**src/lfs_pkg.sv**
```systemverilog
/*
  Shared constants for the LED driver fault supervisor.
  Assumes a 50 MHz system clock; switching-cycle counts come from a tick input.
*/
package lfs_pkg;
  // ----------------------------------------
  // Timing
  // ----------------------------------------
  localparam int CLK_MHZ = 50;
  localparam int SYNC_LOSS_US = 30;
  localparam int SYNC_LOSS_CYC = SYNC_LOSS_US * CLK_MHZ;
  localparam logic [15:0] FAULT_TRIP_COUNT = 16'h8002;
  localparam logic [10:0] SYNC_LOSS_LIMIT = 11'(SYNC_LOSS_CYC);
  localparam int NUM_CH = 2;

  // Supervisor state
  typedef enum logic [2:0] {
    LFS_OFF = 3'h1,
    LFS_RUN = 3'h2,
    LFS_LATCHED = 3'h4
  } lfs_state_t;
endpackage : lfs_pkg

```
**src/lfs_delay_counter.sv**
```systemverilog
/*
  Fault delay counter: counts switching ticks while its condition holds.
  Assumes tick is a one-cycle pulse per converter switching cycle.
*/
`timescale 1ns/10ps
`default_nettype none
module lfs_delay_counter (
  input wire logic clk,
  input wire logic rst_n,
  input wire logic clear,
  input wire logic cond,
  input wire logic tick,
  output logic expired
);
  import lfs_pkg::*;

  logic [15:0] count_reg;

  // Count while the condition holds, drop to zero when it goes away
  always_ff @(posedge clk or negedge rst_n) begin
    if (!rst_n) begin
      count_reg <= 16'h0000;
    end else if (clear || !cond) begin
      count_reg <= 16'h0000;
    end else if (tick && count_reg != FAULT_TRIP_COUNT) begin
      count_reg <= count_reg + 16'h0001;
    end
  end

  assign expired = cond && (count_reg == FAULT_TRIP_COUNT);

  count_reset_a: assert property (@(posedge clk) disable iff (!rst_n)
    !cond |=> count_reg == 16'h0000) else $error("delay counter not reset");
endmodule : lfs_delay_counter
`default_nettype wire

```
**src/lfs_supervisor.sv**
```systemverilog
/*
  Protection and sequencing logic of a two-channel LED backlight driver.
  Comparator flags arrive already synchronous to clk; sw_tick marks each
  converter switching cycle. Fault outputs are open-drain enables.
*/
// Overview of operation
// - Enabled channels follow the dimming pulse input directly.
// - Converter switching runs only while some channel operates.
// - Overvoltage discharges soft-start, stops switching until release flag; not latched.
// - Overcurrent discharges soft-start, stops switching while set; not latched.
// - Undervoltage shuts all down until release above upper threshold.
// - Thermal shutdown holds all down until cooled below lower threshold.
// - LED pin low starts counter; expiry latches all off; recovery resets.
// - Delay counters count switching cycles and trip at 32770.
// - LED pin low with overvoltage-open flag latches that channel off at once.
// - LED pin high with output below short limit counts, then latches channel.
// - Under dimming, short check and count only while dimming input high.
// - Short condition vanishing before expiry resets its counter.
// - System fault low on undervoltage, thermal, overvoltage or short-circuit.
// - LED fault low on any open or shorted LED.
// - Latches persist until enable recycles or undervoltage lockout.
// - Only sync rising edges count; internal oscillator after 30 us low.
// - Channel disable low enables both; high turns channel two off.
`timescale 1ns/10ps
`default_nettype none
module lfs_supervisor (
  input wire logic clk,
  input wire logic rst_n,
  input wire logic enable,
  input wire logic dim_pulse,
  input wire logic channel2_disable,
  input wire logic sync_in,
  input wire logic sw_tick,
  input wire logic undervoltage_lockout_detect,
  input wire logic undervoltage_lockout_release,
  input wire logic thermal_hot,
  input wire logic thermal_cool,
  input wire logic ovp_detect,
  input wire logic ovp_release,
  input wire logic ocp_detect,
  input wire logic ovp_open_flag,
  input wire logic out_below_short,
  input wire logic [lfs_pkg::NUM_CH-1:0] led_pin_low,
  input wire logic [lfs_pkg::NUM_CH-1:0] led_pin_high,
  output logic [lfs_pkg::NUM_CH-1:0] channel_on,
  output logic switch_enable,
  output logic ss_discharge,
  output logic use_internal_osc,
  output logic sync_edge,
  output logic system_fault_n_oe,
  output logic led_fault_n_oe
);
  import lfs_pkg::*;

  // ----------------------------------------
  // State
  // ----------------------------------------
  lfs_state_t state_reg, state_next;
  logic undervoltage_lockout_reg;
  logic thermal_reg;
  logic ovp_reg;
  logic [NUM_CH-1:0] open_latch_reg;
  logic [NUM_CH-1:0] short_latch_reg;
  logic [NUM_CH-1:0] short_expired;
  logic [NUM_CH-1:0] ch_allowed;
  logic [NUM_CH-1:0] ch_active;
  logic scp_expired;
  logic shutdown;
  logic latch_clear;
  logic sync_prev_reg;
  logic [10:0] sync_low_cnt_reg;
  logic internal_osc_reg;
  logic sync_edge_reg;
  logic [NUM_CH-1:0] chan_on_reg;
  logic sw_en_reg;
  logic ss_dis_reg;

  // Latches clear on disable or on undervoltage
  assign latch_clear = !enable || undervoltage_lockout_reg;

  // Undervoltage lockout with hysteresis
  always_ff @(posedge clk or negedge rst_n) begin
    if (!rst_n) begin
      undervoltage_lockout_reg <= 1'b1;
    end else if (undervoltage_lockout_detect) begin
      undervoltage_lockout_reg <= 1'b1;
    end else if (undervoltage_lockout_release) begin
      undervoltage_lockout_reg <= 1'b0;
    end
  end

  // Thermal shutdown with hysteresis
  always_ff @(posedge clk or negedge rst_n) begin
    if (!rst_n) begin
      thermal_reg <= 1'b0;
    end else if (thermal_hot) begin
      thermal_reg <= 1'b1;
    end else if (thermal_cool) begin
      thermal_reg <= 1'b0;
    end
  end

  // Overvoltage hold until release flag, never latched beyond that
  always_ff @(posedge clk or negedge rst_n) begin
    if (!rst_n) begin
      ovp_reg <= 1'b0;
    end else if (ovp_detect) begin
      ovp_reg <= 1'b1;
    end else if (ovp_release) begin
      ovp_reg <= 1'b0;
    end
  end

  // ----------------------------------------
  // Short-circuit timer and shutdown state
  // ----------------------------------------
  lfs_delay_counter u_scp_cnt (
    .clk(clk),
    .rst_n(rst_n),
    .clear(latch_clear || state_reg != LFS_RUN),
    .cond(|(led_pin_low & ch_allowed)),
    .tick(sw_tick),
    .expired(scp_expired)
  );

  // Off, running, or latched off by short circuit
  always_comb begin
    state_next = state_reg;
    unique case (state_reg)
      LFS_OFF: begin
        if (enable && !undervoltage_lockout_reg && !thermal_reg) state_next = LFS_RUN;
      end
      LFS_RUN: begin
        if (!enable || undervoltage_lockout_reg || thermal_reg) state_next = LFS_OFF;
        else if (scp_expired) state_next = LFS_LATCHED;
      end
      LFS_LATCHED: begin
        if (latch_clear) state_next = LFS_OFF;
      end
      default: state_next = LFS_OFF;
    endcase
  end

  always_ff @(posedge clk or negedge rst_n) begin
    if (!rst_n) begin
      state_reg <= LFS_OFF;
    end else begin
      state_reg <= state_next;
    end
  end

  assign shutdown = state_reg != LFS_RUN;

  // ----------------------------------------
  // Per-channel open and short latches
  // ----------------------------------------
  genvar ch;
  generate
    for (ch = 0; ch < NUM_CH; ch++) begin : g_ch
      // Channel two can be disabled by the select pin
      assign ch_allowed[ch] = (ch == 0) ? 1'b1 : !channel2_disable;

      lfs_delay_counter u_short_cnt (
        .clk(clk),
        .rst_n(rst_n),
        .clear(latch_clear || shutdown),
        // Dimming low pauses the short count rather than resetting it
        .cond(ch_active[ch] && (!dim_pulse || (led_pin_high[ch] && out_below_short))),
        .tick(sw_tick && dim_pulse),
        .expired(short_expired[ch])
      );

      // Short latch; set wins over clear
      always_ff @(posedge clk or negedge rst_n) begin
        if (!rst_n) begin
          short_latch_reg[ch] <= 1'b0;
        end else if (short_expired[ch]) begin
          short_latch_reg[ch] <= 1'b1;
        end else if (latch_clear) begin
          short_latch_reg[ch] <= 1'b0;
        end
      end

      // Open latch, immediate
      always_ff @(posedge clk or negedge rst_n) begin
        if (!rst_n) begin
          open_latch_reg[ch] <= 1'b0;
        end else if (!shutdown && ch_active[ch] && led_pin_low[ch] && ovp_open_flag) begin
          open_latch_reg[ch] <= 1'b1;
        end else if (latch_clear) begin
          open_latch_reg[ch] <= 1'b0;
        end
      end
    end
  endgenerate

  assign ch_active = ch_allowed & ~open_latch_reg & ~short_latch_reg;

  // ----------------------------------------
  // Channel and converter drive
  // ----------------------------------------
  // Channels follow the dimming pulse when permitted
  always_ff @(posedge clk or negedge rst_n) begin
    if (!rst_n) begin
      chan_on_reg <= '0;
    end else if (shutdown) begin
      chan_on_reg <= '0;
    end else begin
      chan_on_reg <= ch_active & {NUM_CH{dim_pulse}};
    end
  end

  // Switching only while a channel conducts and no overvoltage or overcurrent
  always_ff @(posedge clk or negedge rst_n) begin
    if (!rst_n) begin
      sw_en_reg <= 1'b0;
      ss_dis_reg <= 1'b1;
    end else begin
      sw_en_reg <= !shutdown && |(ch_active & {NUM_CH{dim_pulse}})
                   && !ovp_reg && !ocp_detect;
      ss_dis_reg <= shutdown || ovp_reg || ocp_detect;
    end
  end

  assign channel_on = chan_on_reg;
  assign switch_enable = sw_en_reg;
  assign ss_discharge = ss_dis_reg;

  // ----------------------------------------
  // Sync edge detect and oscillator takeover
  // ----------------------------------------
  always_ff @(posedge clk or negedge rst_n) begin
    if (!rst_n) begin
      sync_prev_reg <= 1'b0;
      sync_edge_reg <= 1'b0;
    end else begin
      sync_prev_reg <= sync_in;
      sync_edge_reg <= sync_in && !sync_prev_reg;
    end
  end

  // Fall back to internal oscillator after sync stays low
  always_ff @(posedge clk or negedge rst_n) begin
    if (!rst_n) begin
      sync_low_cnt_reg <= 11'h000;
      internal_osc_reg <= 1'b1;
    end else if (sync_in) begin
      sync_low_cnt_reg <= 11'h000;
      if (!sync_prev_reg) internal_osc_reg <= 1'b0;
    end else if (sync_low_cnt_reg != SYNC_LOSS_LIMIT) begin
      sync_low_cnt_reg <= sync_low_cnt_reg + 11'h001;
    end else begin
      internal_osc_reg <= 1'b1;
    end
  end

  assign use_internal_osc = internal_osc_reg;
  assign sync_edge = sync_edge_reg;

  // ----------------------------------------
  // Fault outputs (open-drain pull-low enables)
  // ----------------------------------------
  assign system_fault_n_oe = undervoltage_lockout_reg || thermal_reg || ovp_reg
                             || state_reg == LFS_LATCHED;
  assign led_fault_n_oe = |(open_latch_reg | short_latch_reg);

  // ----------------------------------------
  // Checks
  // ----------------------------------------
  dim_follow_a: assert property (@(posedge clk) disable iff (!rst_n)
    (!shutdown && ch_active[0] && !dim_pulse) |=> !channel_on[0])
    else $error("channel on while dimming low");
  switch_gate_a: assert property (@(posedge clk) disable iff (!rst_n)
    (ch_active == '0) |=> !switch_enable) else $error("switching with no channel");
  ovp_stop_a: assert property (@(posedge clk) disable iff (!rst_n)
    ovp_detect |=> ##1 (!switch_enable && ss_discharge)) else $error("OVERVOLTAGE_PROTECT ignored");
  ocp_stop_a: assert property (@(posedge clk) disable iff (!rst_n)
    ocp_detect |=> (!switch_enable && ss_discharge)) else $error("OVERCURRENT_PROTECT ignored");
  undervoltage_lockout_down_a: assert property (@(posedge clk) disable iff (!rst_n)
    undervoltage_lockout_detect |=> ##1 (state_reg == LFS_OFF) ##1 (channel_on == '0))
    else $error("UNDERVOLTAGE_LOCKOUT did not shut down");
  thermal_down_a: assert property (@(posedge clk) disable iff (!rst_n)
    thermal_hot |=> ##2 (channel_on == '0)) else $error("thermal did not shut down");
  scp_latch_a: assert property (@(posedge clk) disable iff (!rst_n)
    (state_reg == LFS_RUN && scp_expired && enable && !undervoltage_lockout_reg && !thermal_reg)
    |=> system_fault_n_oe) else $error("short circuit not latched");
  open_latch_a: assert property (@(posedge clk) disable iff (!rst_n)
    (!shutdown && ch_active[1] && led_pin_low[1] && ovp_open_flag)
    |=> (open_latch_reg[1] && led_fault_n_oe)) else $error("open not latched");
  short_latch_a: assert property (@(posedge clk) disable iff (!rst_n)
    short_expired[0] |=> short_latch_reg[0]) else $error("short not latched");
  latch_hold_a: assert property (@(posedge clk) disable iff (!rst_n)
    (open_latch_reg[1] && !latch_clear) |=> open_latch_reg[1]) else $error("latch lost");
  ch2_off_a: assert property (@(posedge clk) disable iff (!rst_n)
    channel2_disable |=> !channel_on[1]) else $error("channel two not disabled");
  sync_edge_a: assert property (@(posedge clk) disable iff (!rst_n)
    !$rose(sync_in) |=> !sync_edge) else $error("sync pulse without rising edge");
  sync_rise_a: assert property (@(posedge clk) disable iff (!rst_n)
    $rose(sync_in) |=> sync_edge) else $error("sync rising edge missed");

  scp_trip_c: cover property (@(posedge clk) disable iff (!rst_n) state_reg == LFS_LATCHED);
  open_trip_c: cover property (@(posedge clk) disable iff (!rst_n) |open_latch_reg);
  short_trip_c: cover property (@(posedge clk) disable iff (!rst_n) |short_latch_reg);
  osc_fallback_c: cover property (@(posedge clk) disable iff (!rst_n) $rose(use_internal_osc));
endmodule : lfs_supervisor
`default_nettype wire

```
**config.mk**
```make
export PLATFORM = sky130hd
export DESIGN_NAME = lfs_supervisor
export DESIGN_NICKNAME = d
export VERILOG_FILES = /design/src/lfs_pkg.sv /design/src/lfs_delay_counter.sv /design/src/lfs_supervisor.sv
export SDC_FILE = /design/constraint.sdc
export NUM_CORES = 1
export LEC_CHECK = 0
export BUFFER_PORTS_ARGS = -buffer_cell sky130_fd_sc_hd__buf_2
export CORE_UTILIZATION = 55
export CTS_CLUSTER_SIZE = 12
export DETAILED_ROUTE_END_ITERATION = 8
export PLACE_DENSITY = 0.86
export SETUP_SLACK_MARGIN = 0.05
export SLEW_MARGIN = 20
export SYNTH_ARGS = -nofsm -noshare
export SYNTH_HDL_FRONTEND = slang
export SYNTH_HIERARCHICAL = 1
export SYNTH_SLANG_ARGS = --single-unit
```
**constraint.sdc**
```tcl
create_clock -name clk -period 1.6 [get_ports clk]
set_input_delay 0.48 -clock clk [delete_from_list [all_inputs] [get_ports clk]]
set_output_delay 0.48 -clock clk [all_outputs]
set_load 0.005 [all_outputs]
```
# Word-level counts from Yosys, hierarchy flattened
# Index checks and enable logic that the tools add are counted.
[op_classes]
addsub = 4
multipliers = 0
n_div = 0
magnitude_cmp = 0
n_eq_ne = 16
n_shift = 0
mux = 28
bitwise = 7
n_reduce_logical = 64
[op_table]
columns = ["cell", "n"]
rows = [
  ["$mux W16", 6],
  ["$add A16 B1 Y16 const B", 3],
  ["$eq A16 B16 Y1 const B", 3],
  ["$ne A16 B16 Y1 const B", 3],
  ["$logic_and A1 B1 Y1", 23],
  ["$mux W11", 2],
  ["$reduce_bool A2 Y1", 11],
  ["$mux W1", 14],
  ["$logic_or A1 B1 Y1", 13],
  ["$logic_not A1 Y1", 12],
  ["$mux W3", 4],
  ["$add A11 B1 Y11 const B", 1],
  ["$ne A11 B11 Y1 const B", 1],
  ["$pmux W3 S3", 1],
  ["$and A2 B2 Y2", 4],
  ["$ne A2 B2 Y1 const B", 4],
  ["$reduce_or A2 Y1", 3],
  ["$not A2 Y2", 2],
  ["$eq A3 B1 Y1 const B", 1],
  ["$eq A3 B2 Y1 const B", 1],
  ["$eq A3 B3 Y1 const B", 1],
  ["$ne A3 B2 Y1 const B", 1],
  ["$ne A3 B3 Y1 const B", 1],
  ["$reduce_and A3 Y1", 1],
  ["other kinds (3)", 3],
]
[totals]
reg_bits = 76
latch_bits = 0
ramBits = 0
rom_bits = 0
inputBits = 20
output_inout_bits = 8
wordCells = 137
mem_count = 0

# Longest topological paths before layout
# Gate-level depths: netlist of run 1.
[depth]
ltp_word = 8
mapped_depth = 7
ltp_nobuf = 7

# Modules after synthesis
# The synthesis of run 1 kept the hierarchy.
[modules_own_cells]
columns = ["mod", "n_inst", "cells_each", "area_per_inst_um2"]
rows = [
  ["lfs_delay_counter", 3, 94, 953.4],
  ["lfs_supervisor", 1, 132, 1346.3],
]

# Worst setup path after synthesis of run 1
# OpenSTA, ideal clock, no wires.
[synth_path]
path_type = "input to register"
startpoint = "input enable"
endpoint = "register g_ch[0].u_short_cnt.count_reg[10]"
arrival_time_ns = 1.504
required_ns = 1.468
setup_slack_ns = -0.035
stages = 7
path_buffers = 3
cell_sequence = "nor2b_1 clkbuf_1 nand2_1 nand2b_1 clkbuf_1 clkbuf_1 nor2_1"
[synth_between]
elab_chain_cells = 5
word_cells_on_any_way = 6
classes_between = "mux: 1; reduce/logical: 5"
[synth_rtl]
columns = ["item", "line", "rtl"]
rows = [
  ["start: declaration", "lfs_supervisor.sv:29", "input wire logic enable,"],
  ["$logic_not A1 Y1 *", "lfs_supervisor.sv:79", "assign latch_clear = !enable || undervoltage_lockout_reg;"],
  ["$logic_or A1 B1 Y1 *", "lfs_supervisor.sv:79", ""],
  ["$logic_or A1 B1 Y1 *", "lfs_supervisor.sv:166", ".clear(latch_clear || shutdown),"],
  ["$logic_or A1 B1 Y1 *", "lfs_delay_counter.sv:23", "end else if (clear || !cond) begin"],
  ["$mux W16 / $reduce_bool A2 Y1 (equally long branches)", "n/a", ""],
  ["end signal: assignment", "lfs_delay_counter.sv:26", "count_reg <= count_reg + 16'h0001;"],
  ["end: declaration", "lfs_delay_counter.sv:17", "logic [15:0] count_reg;"],
]
# Every way passes the cells marked *; elsewhere a longest branch is shown, timed or not.
# A chain may end at the register's enable or synchronous reset.

# Final worst setup path of run 1
[layout_path]
startpoint = "register thermal_reg"
endpoint = "output system_fault_n_oe"
[layout_between]
elab_chain_cells = 3
[layout_rtl]
columns = ["item", "line", "rtl"]
rows = [
  ["start: declaration", "lfs_supervisor.sv:60", "logic thermal_reg;"],
  ["start signal: assignment", "lfs_supervisor.sv:95", "thermal_reg <= 1'b0;"],
  ["start signal: assignment", "lfs_supervisor.sv:97", "thermal_reg <= 1'b1;"],
  ["start signal: assignment", "lfs_supervisor.sv:99", "thermal_reg <= 1'b0;"],
  ["$logic_or A1 B1 Y1 (2 in a row)", "lfs_supervisor.sv:263", "assign system_fault_n_oe = undervoltage_lockout_reg || thermal_reg || ovp_reg"],
  ["$logic_or A1 B1 Y1", "lfs_supervisor.sv:264", "|| state_reg == LFS_LATCHED;"],
  ["end: declaration", "lfs_supervisor.sv:50", "output logic system_fault_n_oe,"],
]
# No other way between the ends.

==> results.md, run 1 <==
* Outcome: complete, but fails checks
* Violated checks: setup timing
* Main area contributors after synthesis: dfrtp_1 (43%), xnor2_1 (7.1%), nor4_2 (6.2%)
* Initial antenna violation count at 0
* Area share of fa/ha/maj cells after synthesis at 2.38%
* Util after Layout at 71.1%
* Rel. slew slack at 74.2%
* Total congestion overflow at 0
* Commonest cells in the netlist: dfrtp_1 (72), nor2_1 (61), xnor2_1 (34), inv_1 (31)
* Post-DP Area at around 0.0046 sq mm
* Residual DRC at 0
* HP Class: in2async
* Max Cap Viol at 0
* Total vias in the final route at 3402
* Clock power frac at 40.6%
* GRT Total Usage at 25.0%
* # diodes at 0
* Syn Area/Cell at ~10 sq um
* # port buffers at 27
* Worst reg2reg path endpoint: g_ch[0].u_short_cnt/count_reg[14]
* Hpwl dp at 6390 microns
* CTS sink count at 76
* Cts bufs inserted at 9
* First-pass GRT wire length at 15000 microns
* Post-route cell area at 0.00522 sq mm
* Synth area leader: dfrtp_1
* Max Freq at approximately 600 MHz
* Post-route ant nets at 0
* Setup violations, final at 2
* R2r startpoint: state_reg[2]
* Std-Cell Rows at 31
* Synth-to-layout area growth at 24.0%
* Sequential area share after synthesis at 45.3%
* Comb power frac at 5.9%
* Kind of critical path: reg2out
* Worst-Margin Slew at 0.384 ns
* Mapped Area at around 0.0042 sq mm
* Pwr Density at 700 mW/mm^2
* Max FFs per register at 32
* Worst setup SP type: register
* Total Wirelength at 9670 microns
* Post-Syn Instances at 414
* Largest fanout on the critical path at 3
* Post-synthesis cell type count at 43
* Mux cell area share after synthesis at ~1.8%
* Post-Synth XOR/XNOR Area at 8.33%
* Final worst slack at -0.0780 ns
* R2R Setup Slk at 0.08 ns
* Switch share at approximately 22%
* WL per Instance at ~16 microns
* Post-placement cell count at 558
* CP Capture Type: output port
* CP bufs+invs at 1
* Cell Count, Final, Fillers Out at just under 600
* Chip width at approximately 90 microns
* Slowest stage delay, CP at 0.43 ns
* Final period util at 105%
* Synth Warn # at 6
* Maximum root-to-sink buffer count at 2
* Sequential share of power at 53.5%
* Global placer's final weighted congestion at 0.835
* Worst-path cell chain: nor3_2 -> o21ai_2 -> buf_2
* I/O pin count at 28
* R2R cell count at 6
* Clk root buf: clkbuf_8
* Worst-path clk slew at approximately 0.080 ns
* Yosys top cell area share at 42.8%
* DRT iter0 DRCs at about 150
* Die area at 0.00800 sq mm
* Critical Path AT at 1.20 ns
* Skew-Pair Late Insertion Delay at 0.34 ns
* Most used DFF post-synth: dfrtp_1
* Final Skew at about 0.0084 ns
* Crit-path slowest cell: dfrtp_1
* Psw at about 0.8 mW
* Internal at 2.83 mW
* Largest family of logic cells by synthesized area: simple AND/OR/NAND/NOR gates
* Die height at 89.5 microns
* Largest net degree at the start of global routing at 44
* Yosys reg bits at 76
* Register area at approximately 0.0019 sq mm
* Multi-input logic area at 0.00233 sq mm
* EDFF count, synth at 0
* Fin. Hold Viols at 0
* H-Tree Depth at 3
* Cts hold-fix bufs at 0
* Share of layout cells above drive strength 1 at 36.9%
* Count leader, synth: dfrtp_1
* Worst Path Required at 1.12 ns
* RSZ-0062 raised after global routing: true
* Worst hold slack at 0.0295 ns
* CORE AREA at around 0.0073 sq mm
* Total Nets Final at 513
* Synth Area in Simple Gates at 28.6%
* Pleak at approximately 2.1 nW
* Minimum clock period at between 1.5 and 2 ns
* Syn Nets at 442
* Top delay family on crit path: flip-flops
* Via density at ~5.8
* Initial cell density of the core at 57.4%
* Final Slew Violations at 0
* Fillers at 470
* Max VDD drop at approximately 500 uV
* Synth async-reset ratio at 100%
* Synth Area in Compound Gates at 8.00%
* CTS tree: done
* DRT Pass-1 Iters at 4
* Vias in the first global route at 3445
==> cells by family after synthesis <==
logic type	after synthesis
DFF	76
muxes	7
AOI/OAI and AO/OA	47
xor gates and xnor gates	40
buffers and inverters	46
and+or+nand+nor	190
adders and majority gates	8
==> power by group through the flow <==
stage                     clock (mW)  sequential, mW  combinational [mW]
after floorplan                    0            1.99              0.0721
after global placement             0            1.99               0.172
after detailed placement           0            1.99               0.177
after CTS                       1.51            1.95               0.181
after global routing            1.59            1.96               0.237
final                           1.48            1.95               0.214
==> worst max-delay path by stage <==
stage	from	to	slack, ns	cells past startpoint
after floorplan	sync_low_cnt_reg[0]	sync_low_cnt_reg[5]	0.06	5
after global placement	sw_tick	g_ch[1].u_short_cnt/count_reg[13]	-0.07	6
after detailed placement	sw_tick	g_ch[1].u_short_cnt/count_reg[9]	-0.12	6
after CTS	short_latch_reg[0]	led_fault_n_oe	-0.05	4
after global routing	thermal_reg	system_fault_n_oe	-0.12	3
final	thermal_reg	system_fault_n_oe	-0.08	3
==> through the flow <==
step / worst slack, ns / TNS, ns / total power, mW
2_1_floorplan: 0.0569 / 0 / 2.06
3_3_place_gp: -0.0653 / -0.692 / 2.16
3_5_place_dp: -0.118 / -1.66 / 2.17
4_1_cts: -0.0531 / -0.104 / 3.64
5_1_grt: -0.119 / -0.221 / 3.78
6_report: -0.0780 / -0.140 / 3.65
==> metal layers <==
layer	track usage (%)	share of wire, %	vias to the layer above
met5	0	0	-
met4	12.8	3.1	0
met3	6.00	3.9	27
met2	45.7	52	79
met1	26.8	41	1698
li1	-	-	1598
==> final cells by class <==
cell class / count / area share (%)
Clock buffer: 14 / 3.12
Inverter: 31 / 2.23
Multi-Input combinational cell: 292 / 44.7
Timing Repair Buffer: 75 / 10.1
Sequential cell: 76 / 36.9
Clock inverter: 2 / 0.672
Tap cell: 99 / 2.38
==> worst register-to-register path, cell delays in order (launching register included) <==
cell	delay (ns)
dfrtp_1	0.41
buf_4	0.14
nor3b_2	0.18
nand2_1	0.13
nand2b_2	0.27
buf_4	0.19
nor2_1	0.13
==> timing repair <==
item                                    CTS  global route
endpoints found under the setup margin   12            58
gates resized for setup                  18            53
pin swaps                                 4            11
cloned                                    0             0
setup buffers                             5            11
==> placed cells by master (no fill, tap or decap), types with 4 or more instances in the layout <==
master / count
nand2_1: 20
buf_4: 46
a21o_1: 6
nor4_4: 6
nand4_4: 4
xnor2_1: 34
nor4_2: 16
a21oi_1: 11
nand3_1: 9
nor2_1: 58
nand3_2: 5
inv_1: 29
nand4_1: 17
dfrtp_1: 59
buf_2: 25
clkbuf_8: 11
ha_2: 4
dfrtp_2: 13
nor3_1: 15
xor2_1: 6
o21ai_0: 6
dfstp_2: 4
(Power assumes the default switching activity.)
==> run 2, diff against run 1 <==
==> constraint.sdc (replaced) <==
create_clock -name clk -period 1.4 [get_ports clk]
set_input_delay 0.42 -clock clk [delete_from_list [all_inputs] [get_ports clk]]
set_output_delay 0.42 -clock clk [all_outputs]
set_load 0.005 [all_outputs]
==> run 2 against run 1 <==
Effect of this change:
- the run now fails in global routing (5_1_grt)
- synthesized cell count unchanged
- area after synthesis unchanged
==> results.md, run 2 <==
* Post-Syn Instances at 414 (unchanged)
* Syn Nets at 442 (unchanged)
* Global placer's final weighted congestion at 0.821 (-1.6%)
* Post-synthesis cell type count at 43 (unchanged)
* Yosys top cell area share at 42.8% (unchanged)
* Die height at 89.5 microns (unchanged)
* Synth async-reset ratio at 100% (unchanged)
* Grt repair worst endpoint: g_ch[0].u_short_cnt/count_reg[2]$_DFFE_PN0P_/D
* Sequential area share after synthesis at 45.3% (unchanged)
* Maximum root-to-sink buffer count at 2 (unchanged)
* Yosys reg bits at 76 (unchanged)
* Main area contributors after synthesis: dfrtp_1 (43%), xnor2_1 (7.1%), nor4_2 (6.2%)
* H-Tree Depth at 3 (unchanged)
* GRT Total Usage at between 80% and 90%
* # port buffers at 27 (unchanged)
* Largest net degree at the start of global routing at 38
* First error: [ERROR GRT-0232] Routing congestion too high. Check the congestion heatmap in the GUI.
* Initial cell density of the core at 57.4% (unchanged)
* Most used DFF post-synth: dfrtp_1
* Outcome: aborted with a tool error
* Std-Cell Rows at 31 (unchanged)
* Clk root buf: clkbuf_8
* Hpwl dp at 7270 microns (+14%)
* Mapped Area at 0.00421 sq mm (unchanged)
* Fail Step: global routing (5_1_grt)
* Cts bufs inserted at 9 (unchanged)
* WEP type: register input
* I/O pin count at 28 (unchanged)
* Count leader, synth: dfrtp_1
* Syn Area/Cell at 10.2 sq um (unchanged)
* Synth area leader: dfrtp_1
* Synth Warn # at 6 (unchanged)
* Chip width at 89.5 microns (unchanged)
* EDFF count, synth at 0 (unchanged)
* Total congestion overflow at 255
* Commonest cells in the netlist: dfrtp_1 (72), nor2_1 (61), xnor2_1 (34), inv_1 (31)
* CTS sink count at 76 (unchanged)
run 2: cell counts after synthesis:
Identical to the previous run, type by type.
run 2: timing repair:
item                                   CTS
pin swaps                               72
setup endpoints to repair               59
cloned                                   2
hold buffers                             1
endpoints found under the hold margin   13
resized for setup                      153
buffers inserted                        39
run 2: layer usage:
| layer | GRT overflow | global-route usage (%) |
|---|---|---|
| met5 | 1 | 20.1 |
| met4 | 88 | 99.0 |
| met3 | 0 | 64.2 |
| met2 | 166 | 108 |
| met1 | 0 | 83.1 |
run 2: cells by family after synthesis:
kind of cell | share of synthesized area [%]
muxes | 1.84
xor gates and xnor gates | 8.33
AOI/OAI and AO/OA | 8.00
and+or+nand+nor | 28.6
adders and majority gates | 2.38
DFF | 45.3
buffers and inverters | 5.47
run 2: through the flow:
step	hold WS [ns]	setup TNS (ns)	std cells	cell area (sq um)	worst slack, ns
floorplan	0.124	-0.301	414	4370	-0.0743
global placement	0.294	-2.05	610	5140	-0.100
detailed placement	0.294	-4.29	610	5140	-0.204
CTS	0.224	-1.18	667	6400	-0.199
==> run 3, diff against run 2 <==
--- a/config.mk
+++ b/config.mk
@@ -6,11 +6,9 @@
 export NUM_CORES = 1
 export LEC_CHECK = 0
 export BUFFER_PORTS_ARGS = -buffer_cell sky130_fd_sc_hd__buf_2
-export CORE_UTILIZATION = 55
-export CTS_CLUSTER_SIZE = 12
+export CORE_UTILIZATION = 40
 export DETAILED_ROUTE_END_ITERATION = 8
-export PLACE_DENSITY = 0.86
-export SETUP_SLACK_MARGIN = 0.05
+export PLACE_DENSITY_LB_ADDON = 0.15
 export SLEW_MARGIN = 20
 export SYNTH_ARGS = -nofsm -noshare
 export SYNTH_HDL_FRONTEND = slang
==> constraint.sdc (replaced) <==
create_clock -name clk -period 1.8 [get_ports clk]
set_input_delay 0.54 -clock clk [delete_from_list [all_inputs] [get_ports clk]]
set_output_delay 0.54 -clock clk [all_outputs]
set_load 0.005 [all_outputs]
==> run 3 against run 2 <==
Effect of this change:
- the run now ends clean
==> results.md, run 3 (synthesis gave the netlist of run 1 again) <==
* Worst-Margin Slew at between 0.3 and 0.4 ns
* Top delay family on crit path: flip-flops
* Std-Cell Rows at 37 (+19%)
* Outcome: finished clean
* Total vias in the final route at around 3100
* Minimum clock period at 1.73 ns
* GRT Total Usage at 17.2%
* Final Skew at 0.00743 ns
* Maximum root-to-sink buffer count at 2 (unchanged)
* Max Cap Viol at 0
* Cell Count, Final, Fillers Out at 599
* Fillers at 1000
* # diodes at 0
* Rel. slew slack at 73.5%
* Vias in the first global route at 3004
* Pwr Density at 660 mW/mm^2
* Largest net degree at the start of global routing at 28
* Initial antenna violation count at 0
* Critical Path AT at 1.19 ns
* DRT iter0 DRCs at 79
* Worst Path Required at 1.26 ns
* Max FFs per register at 32
* WL per Instance at about 14 microns
* Hpwl dp at 6280 microns (-14%)
* Max VDD drop at 527 uV
* Worst setup SP type: register
* H-Tree Depth at 3 (unchanged)
* Max Freq at 579 MHz
* Synth-to-layout area growth at 14.6%
* Most common cell after layout, fill and taps aside: dfrtp_1
* First-pass GRT wire length at 14800 microns
* Final Slew Violations at 0
* DRT Pass-1 Iters at 4
* Post-placement cell count at 583 (-4.4%)
* Via density at 5.11
* Chip width at 105 microns (+17%)
* Die height at 105 microns (+17%)
* Residual DRC at 0
* # port buffers at 27 (unchanged)
* Pleak at 1.92 nW
* Largest fanout on the critical path at 5
* Clk root buf: clkbuf_8
* Worst-path cell chain: nor3_2 -> o21ai_2 -> buf_2
* HP Class: in2async
* Fin. Hold Viols at 0
* Skew-Pair Late Insertion Delay at between 0.3 and 0.4 ns
* Final period util at between 90% and 100%
* Total congestion overflow at 0
* Cts hold-fix bufs at 0 (-1)
* Post-route ant nets at 0
* Crit-path slowest cell: dfrtp_1
* CP Capture Type: output port
* Setup TNS at 0 ns
* Total Wirelength at ~8500 microns
* Die area at between 0.01 and 0.015 sq mm
* Slowest stage delay, CP at 0.43 ns
* Cts bufs inserted at 9 (unchanged)
* CTS tree: done
* Kind of critical path: reg2out
* CP bufs+invs at 1
* Setup violations, final at 0
* Global placer's final weighted congestion at 0.754 (-8.2%)
* CTS sink count at 76 (unchanged)
* I/O pin count at 28 (unchanged)
* CORE AREA at 0.0103 sq mm
* Share of layout cells above drive strength 1 at 24.6%
* Most frequent cells in the layout: dfrtp_1 (71), nor2_1 (60), xnor2_1 (34), inv_1 (31), buf_2 (26)
* Worst-path clk slew at around 0.070 ns
* Initial cell density of the core at 40.9% (-16 points)
* RSZ-0062 raised after global routing: false
* Total Nets Final at 486
run 3: power breakdown:
group / total [mW] / leakage, nW / switching (mW) / internal, mW
clock: 1.29 / 0.0991 / 0.617 / 0.671
sequential: 1.74 / 1.03 / 0.0179 / 1.72
combinational: 0.155 / 0.789 / 0.0932 / 0.0618
total: 3.18 / 1.92 / 0.728 / 2.45
run 3: final timing paths:
kind / slack [ns] / end / cells past startpoint / startpoint
max: 0.07 / system_fault_n_oe / 3 / thermal_reg
min: 0.10 / u_scp_cnt/count_reg[3] / 1 / rst_n
max reg2reg: 0.15 / sync_low_cnt_reg[5] / 5 / sync_low_cnt_reg[0]
min reg2reg: 0.42 / sync_edge / 1 / sync_prev_reg
max in group asynchronous: 1.14 / use_internal_osc / 2 / rst_n
min in group clk: 0.36 / ovp_reg / 2 / ovp_detect
run 3: stage by stage:
step / util, % / setup slack (ns) / total power [mW] / hold slack (ns) / area, sq um
global placement: 44.7 / 0.0489 / 1.93 / 0.409 / 4600
global route: 46.9 / 0.00573 / 3.33 / 0.0994 / 4820
CTS: 46.7 / 0.0336 / 3.25 / 0.0905 / 4800
finish: 46.9 / 0.0728 / 3.18 / 0.101 / 4820
floorplan: - / 0.105 / 1.83 / 0.244 / 4210
detailed placement: 44.7 / 0.0135 / 1.93 / 0.423 / 4600
run 3: routing by layer:
layer | wire length (microns) | track usage [%]
met4 | 100 | 5.20
met3 | 265 | 5.43
met5 | 0 | 0
met2 | 3960 | 25.9
met1 | 4160 | 23.6
run 3: layout make-up:
| class | instances | area (sq um) | share of cell area [%] |
|---|---|---|---|
| Multi-Input combinational cell | 292 | 2100 | 43.5 |
| Sequential cell | 76 | 1910 | 39.6 |
| Timing Repair Buffer | 48 | 333 | 6.91 |
| Tap cell | 136 | 170 | 3.53 |
| Clock buffer | 11 | 141 | 2.93 |
| Inverter | 31 | 116 | 2.41 |
| Clock inverter | 5 | 52.6 | 1.09 |
run 3: repair_timing:
| action | in CTS | in global routing |
|---|---|---|
| buffers inserted | 0 | 0 |
| resized for setup | 3 | 5 |
| hold endpoints to repair | 0 | 0 |
| setup endpoints to repair | 2 | 5 |
